File: config.mk
export PLATFORM = sky130hd
export DESIGN_NAME = flash_host_ctrl
export DESIGN_NICKNAME = d
export VERILOG_FILES = /design/src/rtl/flash_host_pkg.sv /design/src/rtl/read_history_mem.sv /design/src/rtl/flash_host_ctrl.sv
export SDC_FILE = /design/constraint.sdc
export NUM_CORES = 1
export LEC_CHECK = 0
export BUFFER_PORTS_ARGS = -buffer_cell sky130_fd_sc_hd__clkbuf_2
export CORE_MARGIN = 3
export CORE_UTILIZATION = 51
export DETAILED_ROUTE_END_ITERATION = 8
export GPL_TIMING_DRIVEN = 0
export PLACE_DENSITY = 0.86
export RECOVER_POWER = 25
export SYNTH_ARGS = -nofsm -noshare
export SYNTH_HDL_FRONTEND = slang
export SYNTH_SLANG_ARGS = --single-unit
File: constraint.sdc
create_clock -name clock -period 3.05 [get_ports clock]
set_input_delay 0.1525 -clock clock [delete_from_list [all_inputs] [get_ports clock]]
set_output_delay 0.1525 -clock clock [all_outputs]
set_load 0.01 [all_outputs]
File: src/rtl/flash_host_pkg.sv
`default_nettype none
package flash_host_pkg;

	// ---------------------------------------------------------------
	// Host register map (word index on the command port)
	// ---------------------------------------------------------------
	localparam logic [3:0] CTRL_OFS    = 4'h0;
	localparam logic [3:0] ADDR_OFS    = 4'h1;
	localparam logic [3:0] WDATA_OFS   = 4'h2;
	localparam logic [3:0] STATUS_OFS  = 4'h3;
	localparam logic [3:0] RDATA_OFS   = 4'h4;
	localparam logic [3:0] HISTORY_OFS = 4'h5;

	// Command codes written to CTRL bits [2:0]
	localparam logic [2:0] CMD_WRITE     = 3'h1;
	localparam logic [2:0] CMD_READ      = 3'h2;
	localparam logic [2:0] CMD_PROTECT   = 3'h3;
	localparam logic [2:0] CMD_UNPROTECT = 3'h4;
	localparam logic [2:0] CMD_VERIFY    = 3'h5;

	// Status bit positions
	localparam int BUSY_BIT    = 0;
	localparam int WINDOW_BIT  = 1;
	localparam int PROT_BIT    = 2;
	localparam int TOGGLE_BIT  = 3;
	localparam int POLL_BIT    = 4;
	localparam int RISKY_BIT   = 5;

	// Device data and address bit positions
	localparam int POLLING_BIT_POS      = 7;
	localparam int TOGGLE_BIT_ONE_POS   = 6;
	localparam int ERASE_WINDOW_POS     = 3;
	localparam int PROTECT_STATUS_POS   = 0;
	localparam int PROTECT_SEL_POS      = 6;
	localparam int IDENT_SEL_POS        = 1;

	// ---------------------------------------------------------------
	// Timing, 20 MHz clock
	// ---------------------------------------------------------------
	localparam int CLOCK_HZ       = 20_000_000;
	localparam int CLOCK_NS       = 1_000_000_000 / CLOCK_HZ;
	localparam int STROBE_NS      = 45;
	localparam int STROBE_CYC     = (STROBE_NS + CLOCK_NS - 1) / CLOCK_NS;
	localparam int ACCESS_NS      = 120;
	localparam int ACCESS_CYC     = (ACCESS_NS + CLOCK_NS - 1) / CLOCK_NS;
	localparam int RECOVER_NS     = 20;
	localparam int RECOVER_CYC    = (RECOVER_NS + CLOCK_NS - 1) / CLOCK_NS;
	localparam int VSETUP_US      = 4;
	localparam int VSETUP_CYC     = VSETUP_US * (CLOCK_HZ / 1_000_000);
	localparam int PROTECT_US     = 10;
	localparam int PROTECT_CYC    = PROTECT_US * (CLOCK_HZ / 1_000_000);
	localparam int UNPROTECT_MS   = 12;
	localparam int UNPROTECT_CYC  = UNPROTECT_MS * (CLOCK_HZ / 1_000);

	localparam logic [7:0] RESET_BYTE = 8'h00;

	// Pins driven toward the flash
	typedef struct packed {
		logic        chipSelectN;
		logic        writeStrobeN;
		logic        outputGateN;
		logic        highVoltageAddr;
		logic        highVoltageGate;
		logic [18:0] address;
	} flash_pins_type;

	typedef enum logic [1:0] {
		HV_NONE,
		HV_PROTECT,
		HV_UNPROTECT,
		HV_VERIFY
	} hv_mode_type;

endpackage
`default_nettype wire

File: src/rtl/read_history_mem.sv
`default_nettype none
module read_history_mem
	import flash_host_pkg::*;
#(
	parameter int DEPTH = 8
) (
	// Clock (no reset)
	input  wire logic                     clock,
	// Write side
	input  wire logic                     writeEn,
	input  wire logic [$clog2(DEPTH)-1:0] writeIdx,
	input  wire logic [7:0]               writeData,
	// Read side
	input  wire logic [$clog2(DEPTH)-1:0] readIdx,
	output logic      [7:0]               readData
);

	initial begin
		if (DEPTH < 2 || (DEPTH & (DEPTH - 1)) != 0) begin
			$error("read_history_mem needs a power of two entries");
		end
	end

	logic [7:0] store [DEPTH];

	always_ff @(posedge clock) begin
		if (writeEn) begin
			store[writeIdx] <= writeData;
		end
		readData <= store[readIdx];
	end

endmodule
`default_nettype wire

File: src/rtl/flash_host_ctrl.sv
// Function
// - Host reads flag before and after command
// - Write only with select, strobe low, gate high
// - Protect: high voltage, select-low, strobe pulse
// - Unprotect: high voltage, select-high, strobe pulse
`default_nettype none
module flash_host_ctrl
	import flash_host_pkg::*;
#(
	parameter int HISTORY_DEPTH = 8,
	parameter int UNPROTECT_CYCLES = UNPROTECT_CYC
) (
	// Clock and reset
	input  wire logic                 clock,
	input  wire logic                 srst,
	// Command port
	input  wire logic [3:0]           regAddr,
	input  wire logic [31:0]          regWriteData,
	input  wire logic                 regWrite,
	input  wire logic                 regRead,
	output logic      [31:0]          regReadData,
	// Flash pins
	output flash_pins_type            flashPins,
	input  wire logic [7:0]           dataIn,
	output logic      [7:0]           dataOut,
	output logic                      dataOutEnableN
);

	initial begin
		// History index wraps freely, so the depth must be a power of two
		if (HISTORY_DEPTH < 2 || (HISTORY_DEPTH & (HISTORY_DEPTH - 1)) != 0
			|| UNPROTECT_CYCLES < 1) begin
			$error("flash_host_ctrl parameters out of range");
		end
	end

	localparam int HW = $clog2(HISTORY_DEPTH);
	localparam int CW = $clog2(UNPROTECT_CYCLES + PROTECT_CYC + 1) + 1;

	typedef enum logic [2:0] {
		IDLE, SETUP, PULSE, RECOVER, HOLD
	} phase_type;

	// -------------------------------------------------------------
	// Input synchroniser
	// -------------------------------------------------------------
	logic [7:0] dataMeta_q, dataSync_q;
	always_ff @(posedge clock) begin
		dataMeta_q <= dataIn;
		dataSync_q <= dataMeta_q;
	end

	// -------------------------------------------------------------
	// Sequencer
	// -------------------------------------------------------------
	phase_type      phase_q, phase_d;
	logic [2:0]     cmd_q, cmd_d;
	logic [CW-1:0]  count_q, count_d;
	logic [18:0]    addr_q, addr_d;
	logic [7:0]     wdata_q, wdata_d;
	logic [7:0]     rdata_q, rdata_d;
	logic [7:0]     before_q, before_d;
	logic           haveBefore_q, haveBefore_d;
	logic           risky_q, risky_d;
	logic           prot_q, prot_d;
	logic           toggleSeen_q, toggleSeen_d;
	logic           lastToggle_q, lastToggle_d;
	logic [HW-1:0]  hidx_q, hidx_d;
	flash_pins_type pins_q, pins_d;
	logic           drive_q, drive_d;
	logic           driveN_q, driveN_d;
	logic [31:0]    rd_q, rd_d;
	logic           histWrite;
	logic [7:0]     histData;
	logic           busy;

	assign busy = (phase_q != IDLE);

	always_comb begin
		phase_d      = phase_q;
		cmd_d        = cmd_q;
		count_d      = count_q;
		addr_d       = addr_q;
		wdata_d      = wdata_q;
		rdata_d      = rdata_q;
		before_d     = before_q;
		haveBefore_d = haveBefore_q;
		risky_d      = risky_q;
		prot_d       = prot_q;
		toggleSeen_d = toggleSeen_q;
		lastToggle_d = lastToggle_q;
		hidx_d       = hidx_q;
		pins_d       = pins_q;
		drive_d      = drive_q;
		histWrite    = 1'b0;
		rd_d         = 32'h0000_0000;
		if (regWrite && !busy) begin
			if (regAddr == ADDR_OFS) begin
				addr_d = regWriteData[18:0];
			end else if (regAddr == WDATA_OFS) begin
				wdata_d = regWriteData[7:0];
			end else if (regAddr == CTRL_OFS) begin
				cmd_d   = regWriteData[2:0];
				count_d = CW'(VSETUP_CYC);
				phase_d = SETUP;
				pins_d.address = addr_q;
				pins_d.chipSelectN = 1'b1;
				pins_d.writeStrobeN = 1'b1;
				pins_d.outputGateN = 1'b1;
				pins_d.highVoltageAddr = 1'b0;
				pins_d.highVoltageGate = 1'b0;
				if (regWriteData[2:0] == CMD_PROTECT) begin
					pins_d.address[PROTECT_SEL_POS] = 1'b0;
					pins_d.highVoltageAddr = 1'b1;
					pins_d.highVoltageGate = 1'b1;
				end else if (regWriteData[2:0] == CMD_UNPROTECT) begin
					pins_d.address[PROTECT_SEL_POS] = 1'b1;
					pins_d.highVoltageAddr = 1'b1;
					pins_d.highVoltageGate = 1'b1;
				end else if (regWriteData[2:0] == CMD_VERIFY) begin
					pins_d.address[IDENT_SEL_POS] = 1'b1;
					pins_d.highVoltageAddr = 1'b1;
				end else begin
					// Plain bus cycles need no high voltage settle time
					count_d = CW'(1);
				end
				if (regWriteData[2:0] != CMD_WRITE && regWriteData[2:0] != CMD_READ
					&& regWriteData[2:0] != CMD_PROTECT
					&& regWriteData[2:0] != CMD_UNPROTECT
					&& regWriteData[2:0] != CMD_VERIFY) begin
					phase_d = IDLE;
				end
			end
		end
		if (regRead) begin
			if (regAddr == STATUS_OFS) begin
				rd_d[BUSY_BIT]   = busy;
				rd_d[WINDOW_BIT] = rdata_q[ERASE_WINDOW_POS];
				rd_d[PROT_BIT]   = prot_q;
				rd_d[TOGGLE_BIT] = toggleSeen_q;
				rd_d[POLL_BIT]   = rdata_q[POLLING_BIT_POS];
				rd_d[RISKY_BIT]  = risky_q;
			end else if (regAddr == RDATA_OFS) begin
				rd_d[7:0] = rdata_q;
			end else if (regAddr == ADDR_OFS) begin
				rd_d[18:0] = addr_q;
			end else if (regAddr == WDATA_OFS) begin
				rd_d[7:0] = wdata_q;
			end else if (regAddr == HISTORY_OFS) begin
				rd_d[7:0] = histData;
			end
		end
		// Clear sits before the capture below, so a fresh 0-to-1 still wins
		if (regWrite && regAddr == STATUS_OFS && regWriteData[RISKY_BIT]) begin
			risky_d = 1'b0;
		end
		case (phase_q)
			IDLE: begin
			end
			SETUP: begin
				if (count_q > CW'(1)) begin
					count_d = count_q - CW'(1);
				end else begin
					phase_d = PULSE;
					pins_d.chipSelectN = 1'b0;
					// write: gate high, select and strobe low
					if (cmd_q == CMD_WRITE || cmd_q == CMD_PROTECT
						|| cmd_q == CMD_UNPROTECT) begin
						pins_d.writeStrobeN = 1'b0;
						drive_d = (cmd_q == CMD_WRITE);
						count_d = (cmd_q == CMD_WRITE) ? CW'(STROBE_CYC)
							: (cmd_q == CMD_PROTECT) ? CW'(PROTECT_CYC)
							: CW'(UNPROTECT_CYCLES);
					end else begin
						pins_d.outputGateN = 1'b0;
						count_d = CW'(ACCESS_CYC);
					end
				end
			end
			PULSE: begin
				if (count_q > CW'(1)) begin
					count_d = count_q - CW'(1);
				end else begin
					phase_d = RECOVER;
					count_d = CW'(RECOVER_CYC);
					pins_d.writeStrobeN = 1'b1;
					pins_d.outputGateN = 1'b1;
					pins_d.chipSelectN = 1'b1;
					if (cmd_q == CMD_READ || cmd_q == CMD_VERIFY) begin
						rdata_d = dataSync_q;
						histWrite = 1'b1;
						hidx_d = hidx_q + HW'(1);
						toggleSeen_d = (dataSync_q[TOGGLE_BIT_ONE_POS] != lastToggle_q);
						lastToggle_d = dataSync_q[TOGGLE_BIT_ONE_POS];
						if (cmd_q == CMD_VERIFY || addr_q[IDENT_SEL_POS]) begin
							prot_d = dataSync_q[PROTECT_STATUS_POS];
						end
						if (haveBefore_q && dataSync_q[ERASE_WINDOW_POS]
							&& !before_q[ERASE_WINDOW_POS]) begin
							risky_d = 1'b1;
						end
						before_d = dataSync_q;
						haveBefore_d = 1'b1;
					end
				end
			end
			RECOVER: begin
				drive_d = 1'b0;
				pins_d.highVoltageAddr = 1'b0;
				pins_d.highVoltageGate = 1'b0;
				if (count_q > CW'(1)) begin
					count_d = count_q - CW'(1);
				end else begin
					phase_d = HOLD;
				end
			end
			HOLD: begin
				phase_d = IDLE;
			end
			default: begin
				phase_d = IDLE;
			end
		endcase
		driveN_d = ~drive_d;
	end

	always_ff @(posedge clock) begin
		if (srst) begin
			phase_q      <= IDLE;
			cmd_q        <= 3'h0;
			count_q      <= '0;
			addr_q       <= '0;
			wdata_q      <= RESET_BYTE;
			rdata_q      <= RESET_BYTE;
			before_q     <= RESET_BYTE;
			haveBefore_q <= 1'b0;
			risky_q      <= 1'b0;
			prot_q       <= 1'b0;
			toggleSeen_q <= 1'b0;
			lastToggle_q <= 1'b0;
			hidx_q       <= '0;
			pins_q       <= '{chipSelectN: 1'b1, writeStrobeN: 1'b1, outputGateN: 1'b1,
				highVoltageAddr: 1'b0, highVoltageGate: 1'b0, address: 19'h0};
			drive_q      <= 1'b0;
			driveN_q     <= 1'b1;
			rd_q         <= 32'h0000_0000;
		end else begin
			phase_q      <= phase_d;
			cmd_q        <= cmd_d;
			count_q      <= count_d;
			addr_q       <= addr_d;
			wdata_q      <= wdata_d;
			rdata_q      <= rdata_d;
			before_q     <= before_d;
			haveBefore_q <= haveBefore_d;
			risky_q      <= risky_d;
			prot_q       <= prot_d;
			toggleSeen_q <= toggleSeen_d;
			lastToggle_q <= lastToggle_d;
			hidx_q       <= hidx_d;
			pins_q       <= pins_d;
			drive_q      <= drive_d;
			driveN_q     <= driveN_d;
			rd_q         <= rd_d;
		end
	end

	read_history_mem #(
		.DEPTH (HISTORY_DEPTH)
	) history (
		.clock     (clock),
		.writeEn   (histWrite),
		.writeIdx  (hidx_q),
		.writeData (dataSync_q),
		.readIdx   (hidx_q - HW'(1)),
		.readData  (histData)
	);

	assign flashPins      = pins_q;
	assign dataOut        = wdata_q;
	assign dataOutEnableN = driveN_q;
	assign regReadData    = rd_q;

endmodule
`default_nettype wire

Word-level counts from Yosys, hierarchy flattened
Memory sizes are Yosys's and may differ from the RTL's. A register that Yosys moved wholly into a read port is not among the register bits.
Index checks and enable logic that the tools add are counted.
{"block": "totals", "out_inout_bits": 65, "memories": 1, "register_bits": 142, "ramBits": 64, "wordCells": 144}
{"name": "history.store", "depth": 8, "word_bits": 8, "rd": 1, "rd_clocked_by_memory_dff": 1, "wr": 1, "line_no": "read_history_mem.sv:24", "rtl": "logic [7:0] store [DEPTH];"}
{"block": "classes", "n_bitwise": 5, "reduce_logical": 27, "n_lt_le_gt_ge": 1, "muxes": 59, "n_addsub": 3, "eq_ne": 22}
{"operator": "two-way mux 19 bit", "n": 7}
{"operator": "two-way mux 24 bit", "n": 4}
{"operator": "one-hot mux 19 bit (3 select lines)", "n": 1}
{"operator": "two-way mux 18 bit", "n": 3}
{"operator": "two-way mux 8 bit", "n": 4}
{"operator": "two-way mux 3 bit", "n": 9}
{"operator": "two-way mux 1 bit", "n": 23}
{"operator": "two-way mux 7 bit", "n": 3}
{"operator": "greater-than comparator 19 x 1 -> 1 bit, second input constant", "n": 1}
{"operator": "subtractor 19 x 1 -> 19 bit, second input constant", "n": 1}
{"operator": "== test 3 x 2 -> 1 bit, second input constant", "n": 5}
{"operator": "== test 3 bit, second input constant", "n": 4}
{"operator": "one-hot mux 3 bit (4 select lines)", "n": 1}
{"operator": "logical AND 1 bit", "n": 9}
{"operator": "== test 4 x 2 -> 1 bit, second input constant", "n": 2}
{"operator": "== test 4 x 3 -> 1 bit, second input constant", "n": 2}
{"operator": "AND reduction 4 bit", "n": 2}
{"operator": "== test 3 x 1 -> 1 bit, second input constant", "n": 2}
{"operator": "two-way mux 6 bit", "n": 1}
{"operator": "!= test 3 x 2 -> 1 bit, second input constant", "n": 2}
{"operator": "!= test 3 bit, second input constant", "n": 2}
{"operator": "one-hot mux 3 bit (2 select lines)", "n": 1}
{"operator": "AND reduction 3 bit", "n": 2}
{"operator": "NOT 1 bit", "n": 5}
{"operator": "other kinds (16)", "n": 21}

Longest topological paths before layout
{"block": "logic_depth", "word_depth": 12, "depth_mapped": 9, "ltp_nobuf": 7}

Cells and area by module
A second synthesis with hierarchy kept.
{"block": "unflattened", "cells_unflattened": 720, "hier_area_um2": 7975.1}
{"mod": "flash_host_ctrl", "seq_area_each_um2": 2562.5, "n_inst": 1, "cells_each": 606, "area_per_inst_um2": 5283.8}
{"mod": "read_history_mem", "seq_area_each_um2": 2082.0, "n_inst": 1, "cells_each": 114, "area_per_inst_um2": 2691.3}

Least setup slack after synthesis
OpenSTA, ideal clock, no wires.
{"block": "synth_timing", "kind": "register -> register", "start": "reg count_q[13]", "end": "mem history.store[0][0], enable pin", "period_less_slack_ps": 2916, "arrival_time_ps": 2522, "path_buffers": 2, "path_stages_with_launch": 7, "setup_time_ps": 395, "path_slack_ps": 134, "cell_sequence": "dfxtp_1 > or4_4 > nor4_4 > nand4_1 > buf_4 > buf_2 > nor4_1"}
{"block": "synth_via", "elab_chain_cells": 5}
{"element": "start, declared", "line_no": "flash_host_ctrl.sv:58", "rtl": "logic [CW-1:0] count_q, count_d;"}
{"element": "start signal, assigned", "line_no": "flash_host_ctrl.sv:250", "rtl": "count_q <= count_d;"}
{"element": "greater-than comparator 19 x 1 -> 1 bit", "line_no": "flash_host_ctrl.sv:181", "rtl": "if (count_q > CW'(1)) begin"}
{"element": "two-way mux 1 bit", "line_no": "flash_host_ctrl.sv:181"}
{"element": "two-way mux 1 bit", "line_no": "flash_host_ctrl.sv:157", "rtl": "case (phase_q)"}
{"element": "two-way mux 1 bit", "line_no": "read_history_mem.sv:27", "rtl": "if (writeEn) begin"}
{"element": "two-way mux 1 bit (implied by the code)", "line_no": "read_history_mem.sv:28", "rtl": "store[writeIdx] <= writeData;"}
{"element": "end, declared", "line_no": "read_history_mem.sv:24"}
No other way between the ends.

Final worst setup path
{"block": "layout_timing", "start": "reg hidx_q[0]", "end": "reg history.readData[4], read port of history.store"}
{"block": "layout_via", "elab_chain_cells": 1}
{"element": "start, declared", "line_no": "flash_host_ctrl.sv:68", "rtl": "logic [HW-1:0] hidx_q, hidx_d;"}
{"element": "start signal, assigned", "line_no": "flash_host_ctrl.sv:260", "rtl": "hidx_q <= hidx_d;"}
{"element": "subtractor 3 x 1 -> 3 bit", "line_no": "flash_host_ctrl.sv:275", "rtl": ".readIdx (hidx_q - HW'(1)),"}
{"element": "via history.readIdx[0]", "line_no": "read_history_mem.sv:14", "rtl": "input wire logic [$clog2(DEPTH)-1:0] readIdx,"}
{"element": "end, declared", "line_no": "read_history_mem.sv:15", "rtl": "output logic [7:0] readData"}
The timed path passes the listed nets, and every way through them passes these cells.
A chain may end at the register's enable or synchronous reset.

==> flow_summary_export.csv <==
group,metric,value,unit
synth,syn_avg_cell_area,10.91,um^2
timing,fin_crit_sh,95.91,%
synth,yosys.area.top_type,"dfxtp_1",
synth,synth-main-ff-cell,"dfxtp_1",
worst_setup_path,cp-end-kind,"register",
synth,yosysWarnings,0,
timing,slew_headroom,39.00,%
run_status,status,"complete, no violations",
worst_setup_path,worstPathRequired,3.38,ns
grt,use_met3,5.732,%
clock_network,cts_sinks,200,
final_layout,area_growth,21.47,%
place,gp_congestion,0.9184,
timing,maxSlewViolCount,0,
worst_setup_path,worst-setup-path-type,"register to register",
synth,yosysSeqAreaShare,58.38,%
timing,layout_min_cycle_time,2.925,ns
place,pre_cts_ws,-0.5558,ns
synth,syn-cell-area,7955,um^2
timing,hold_slack,0.02490,ns
power_and_ir_drop,power-per-cell-area,901.6,nW/um^2
clock_network,clk_path_buf_depth,2,
synth,yosys-top-cells-count,"136 x dfxtp_1, 96 x nand2_1, 65 x a21oi_1, 64 x edfxtp_1, 43 x nor2_1",
synth,synth_cell_types,68,
grt,antenna_found_initial,0,
detailed_routing,detail_route.iter0.violations,734,
worst_setup_path,crit_buf_inv,4,
timing,setup_viol,0,
die,core_area,15260,um^2
detailed_routing,dr.pass1.iters,6,
synth,synth_mux_area_share,7.927,%
timing,fmax,0.3419,GHz
die,dieHeight,130.9,um
worst_setup_path,reg2reg_setup_slack,0.12,ns
grt,grt.overflow.total,0,
final_layout,nets,928,
timing,finClkSkew,0.01161,ns
final_layout,final_util,63.33,%
job,maxCapViolCount,0,
synth,synth.top_cells.by_area,"dfxtp_1 34%, edfxtp_1 24%, mux4_2 4.5%",
die,ios,113,
worst_setup_path,crit_chain,"buf_2 -> inv_1 -> ha_1 -> clkbuf_1 -> clkbuf_2 -> mux4_2 -> mux2_2",
grt,grt_max_degree,21,
clock_network,cts_buffers,17,
timing,fin_tns_setup,0,ns
grt,use_met2,39.06,%
synth,syn_inst,729,
worst_setup_path,path_delay_family,"buffers and inverters",
die,num_rows,45,
synth,async_flop_share,0,%
die,die_area,17130,um^2
synth,synthAdderAreaFrac,0.6291,%
grt,grt_first_pass_wirelength,32240,um
clock_network,cts_root_buffer,"clkbuf_16",
synth,synth_top_family_by_area,"simple AND/OR/NAND/NOR gates",
worst_setup_path,cp_max_fo,10,
timing,hold_viol,0,
clock_network,clkSlewWorstSetupHoldPaths,0.08,ns
grt,grt_pass1_vias,6141,
synth,synth_edf_count,64,
synth,synth_top_area_share,34.22,%
synth,synth_xor_area_share,0.8808,%
final_layout,drive_above_1_share,21.71,%
power_and_ir_drop,power_leakage,3.617,nW
grt,track_usage,24.68,%
synth,ys_ff_latch,200,
synth,synth_compound_area_share,12.85,%
worst_setup_path,critPathLaunchType,"register",
die,die_width,130.9,um
final_layout,antenna_cells,0,
detailed_routing,drtAntennaViolNets,0,
detailed_routing,via_per_inst,5.843,
grt,met1_usage,31.86,%
synth,synth.most_common_cell,"dfxtp_1",
synth,synth-simple-area-share,15.13,%
place,port-buffer-count,81,
grt,grt.busiest_layer,"met2",
worst_setup_path,cp_slowest_stage_delay,0.43,ns
detailed_routing,drt_wl_total,21110,um
place,dp_hpwl,13600,um
detailed_routing,num_vias,6427,
clock_network,insertion_delay,0.45,ns
detailed_routing,drc,0,
timing,worst_slew_pin_slew,0.9119,ns
worst_setup_path,worst_path_max_delay_cell,"clkbuf_1",
timing,setup_ws,0.1248,ns
power_and_ir_drop,vdd_drop_max,0.7231,mV
worst_setup_path,worst_ep_arrival_time,3.25,ns
power_and_ir_drop,power.total,0.008712,W
detailed_routing,avgRoutedWirePerCell,19.19,um
die,initial_core_util,52.14,%
clock_network,htreeDepth,4,
clock_network,cts_tree,"yes",
min_path,min_path_type,"input port to register",
[cells by family after synthesis]
family / count (synthesis)
XOR/XNOR: 8
buffers and inverters: 71
multiplexers: 42
AO/OA/AOI/OAI: 160
flip-flops: 200
adder cells (fa/ha/maj): 4
other: 1
AND/OR/NAND/NOR: 243
[where the power goes]
| part | total, W | leakage [nW] | switching, W | internal [W] |
|---|---|---|---|---|
| Combinational | 0.00337 | 1.66 | 0.00217 | 0.00121 |
| Clock | 0.00225 | 0.280 | 0.00115 | 0.00110 |
| Sequential | 0.00309 | 1.68 | 0.000198 | 0.00289 |
| Total | 0.00871 | 3.62 | 0.00351 | 0.00520 |
[sequential cells by signal (all words and copies together), names as in the netlist]
| signal | count |
|---|---|
| regReadData | 19 |
| dataOutEnableN | 1 |
| haveBefore_q | 1 |
| dataMeta_q | 8 |
| cmd_q | 3 |
| drive_q | 1 |
| toggleSeen_q | 1 |
| hidx_q | 3 |
| count_q | 19 |
| flashPins | 24 |
| history.store | 64 |
| risky_q | 1 |
| before_q | 8 |
| addr_q | 19 |
| history.readData | 8 |
| phase_q | 3 |
| dataOut | 8 |
| prot_q | 1 |
| dataSync_q | 8 |
[worst reg2reg max path, delay by kind of cell, from the launching register on]
family	cells	cell delay, ns
flip-flops	1	0.42
buffers and inverters	4	1.40
multiplexers	2	0.68
adder cells (fa/ha/maj)	1	0.31
[cell usage in the layout (no fill, tap or decap), types with 16 or more instances in the layout]
cell type / instances
o21ai_0: 27
nand2_1: 96
a21oi_1: 65
edfxtp_1: 64
clkbuf_2: 83
clkbuf_16: 17
mux2i_1: 18
buf_4: 27
nor2_1: 40
mux4_2: 16
dfxtp_1: 136
dlygate4sd3_1: 23
clkbuf_1: 32
nor3_1: 16
[repair_timing]
| item | 4_1_cts | 5_1_grt |
|---|---|---|
| resized for setup | 8 | 9 |
| hold buffers | 23 | 0 |
| setup endpoints to repair | 68 | 64 |
| pin swaps | 0 | 7 |
| hold endpoints to repair | 27 | 0 |
| setup buffers | 0 | 11 |
[cell type report]
cell class | instances | area (um^2)
Fill cell | 1079 | 5595
Timing Repair Buffer | 116 | 725.7
Sequential cell | 200 | 4644
Tap cell | 211 | 264.0
Inverter | 15 | 56.30
Buffer | 56 | 276.5
Clock buffer | 18 | 429.2
Clock inverter | 14 | 158.9
Multi-Input combinational cell | 470 | 3108
[per-layer routing]
metal  share of wire [%]  wire (um)
met1                  39       8134
met2                  49      10310
met3                 8.4       1769
met4                 4.2        892
met5                   0          0
[final timing paths]
check | cells past startpoint | from | endpoint
hold / removal | 3 | regWriteData[5] | addr_q[5]
hold reg to reg | 0 | dataMeta_q[3] | dataSync_q[3]
setup reg to reg | 7 | hidx_q[0] | history.readData[4]
setup / recovery | 7 | hidx_q[0] | history.readData[4]
[per-stage QoR]
stage | cells | area (um^2)
global route | 1100 | 9663
global placement | 1033 | 8670
CTS | 1089 | 9533
finish | 1100 | 9663
floorplan | 741 | 8000
detailed placement | 1034 | 8683
No activity file was read; power rests on OpenSTA's default activity.
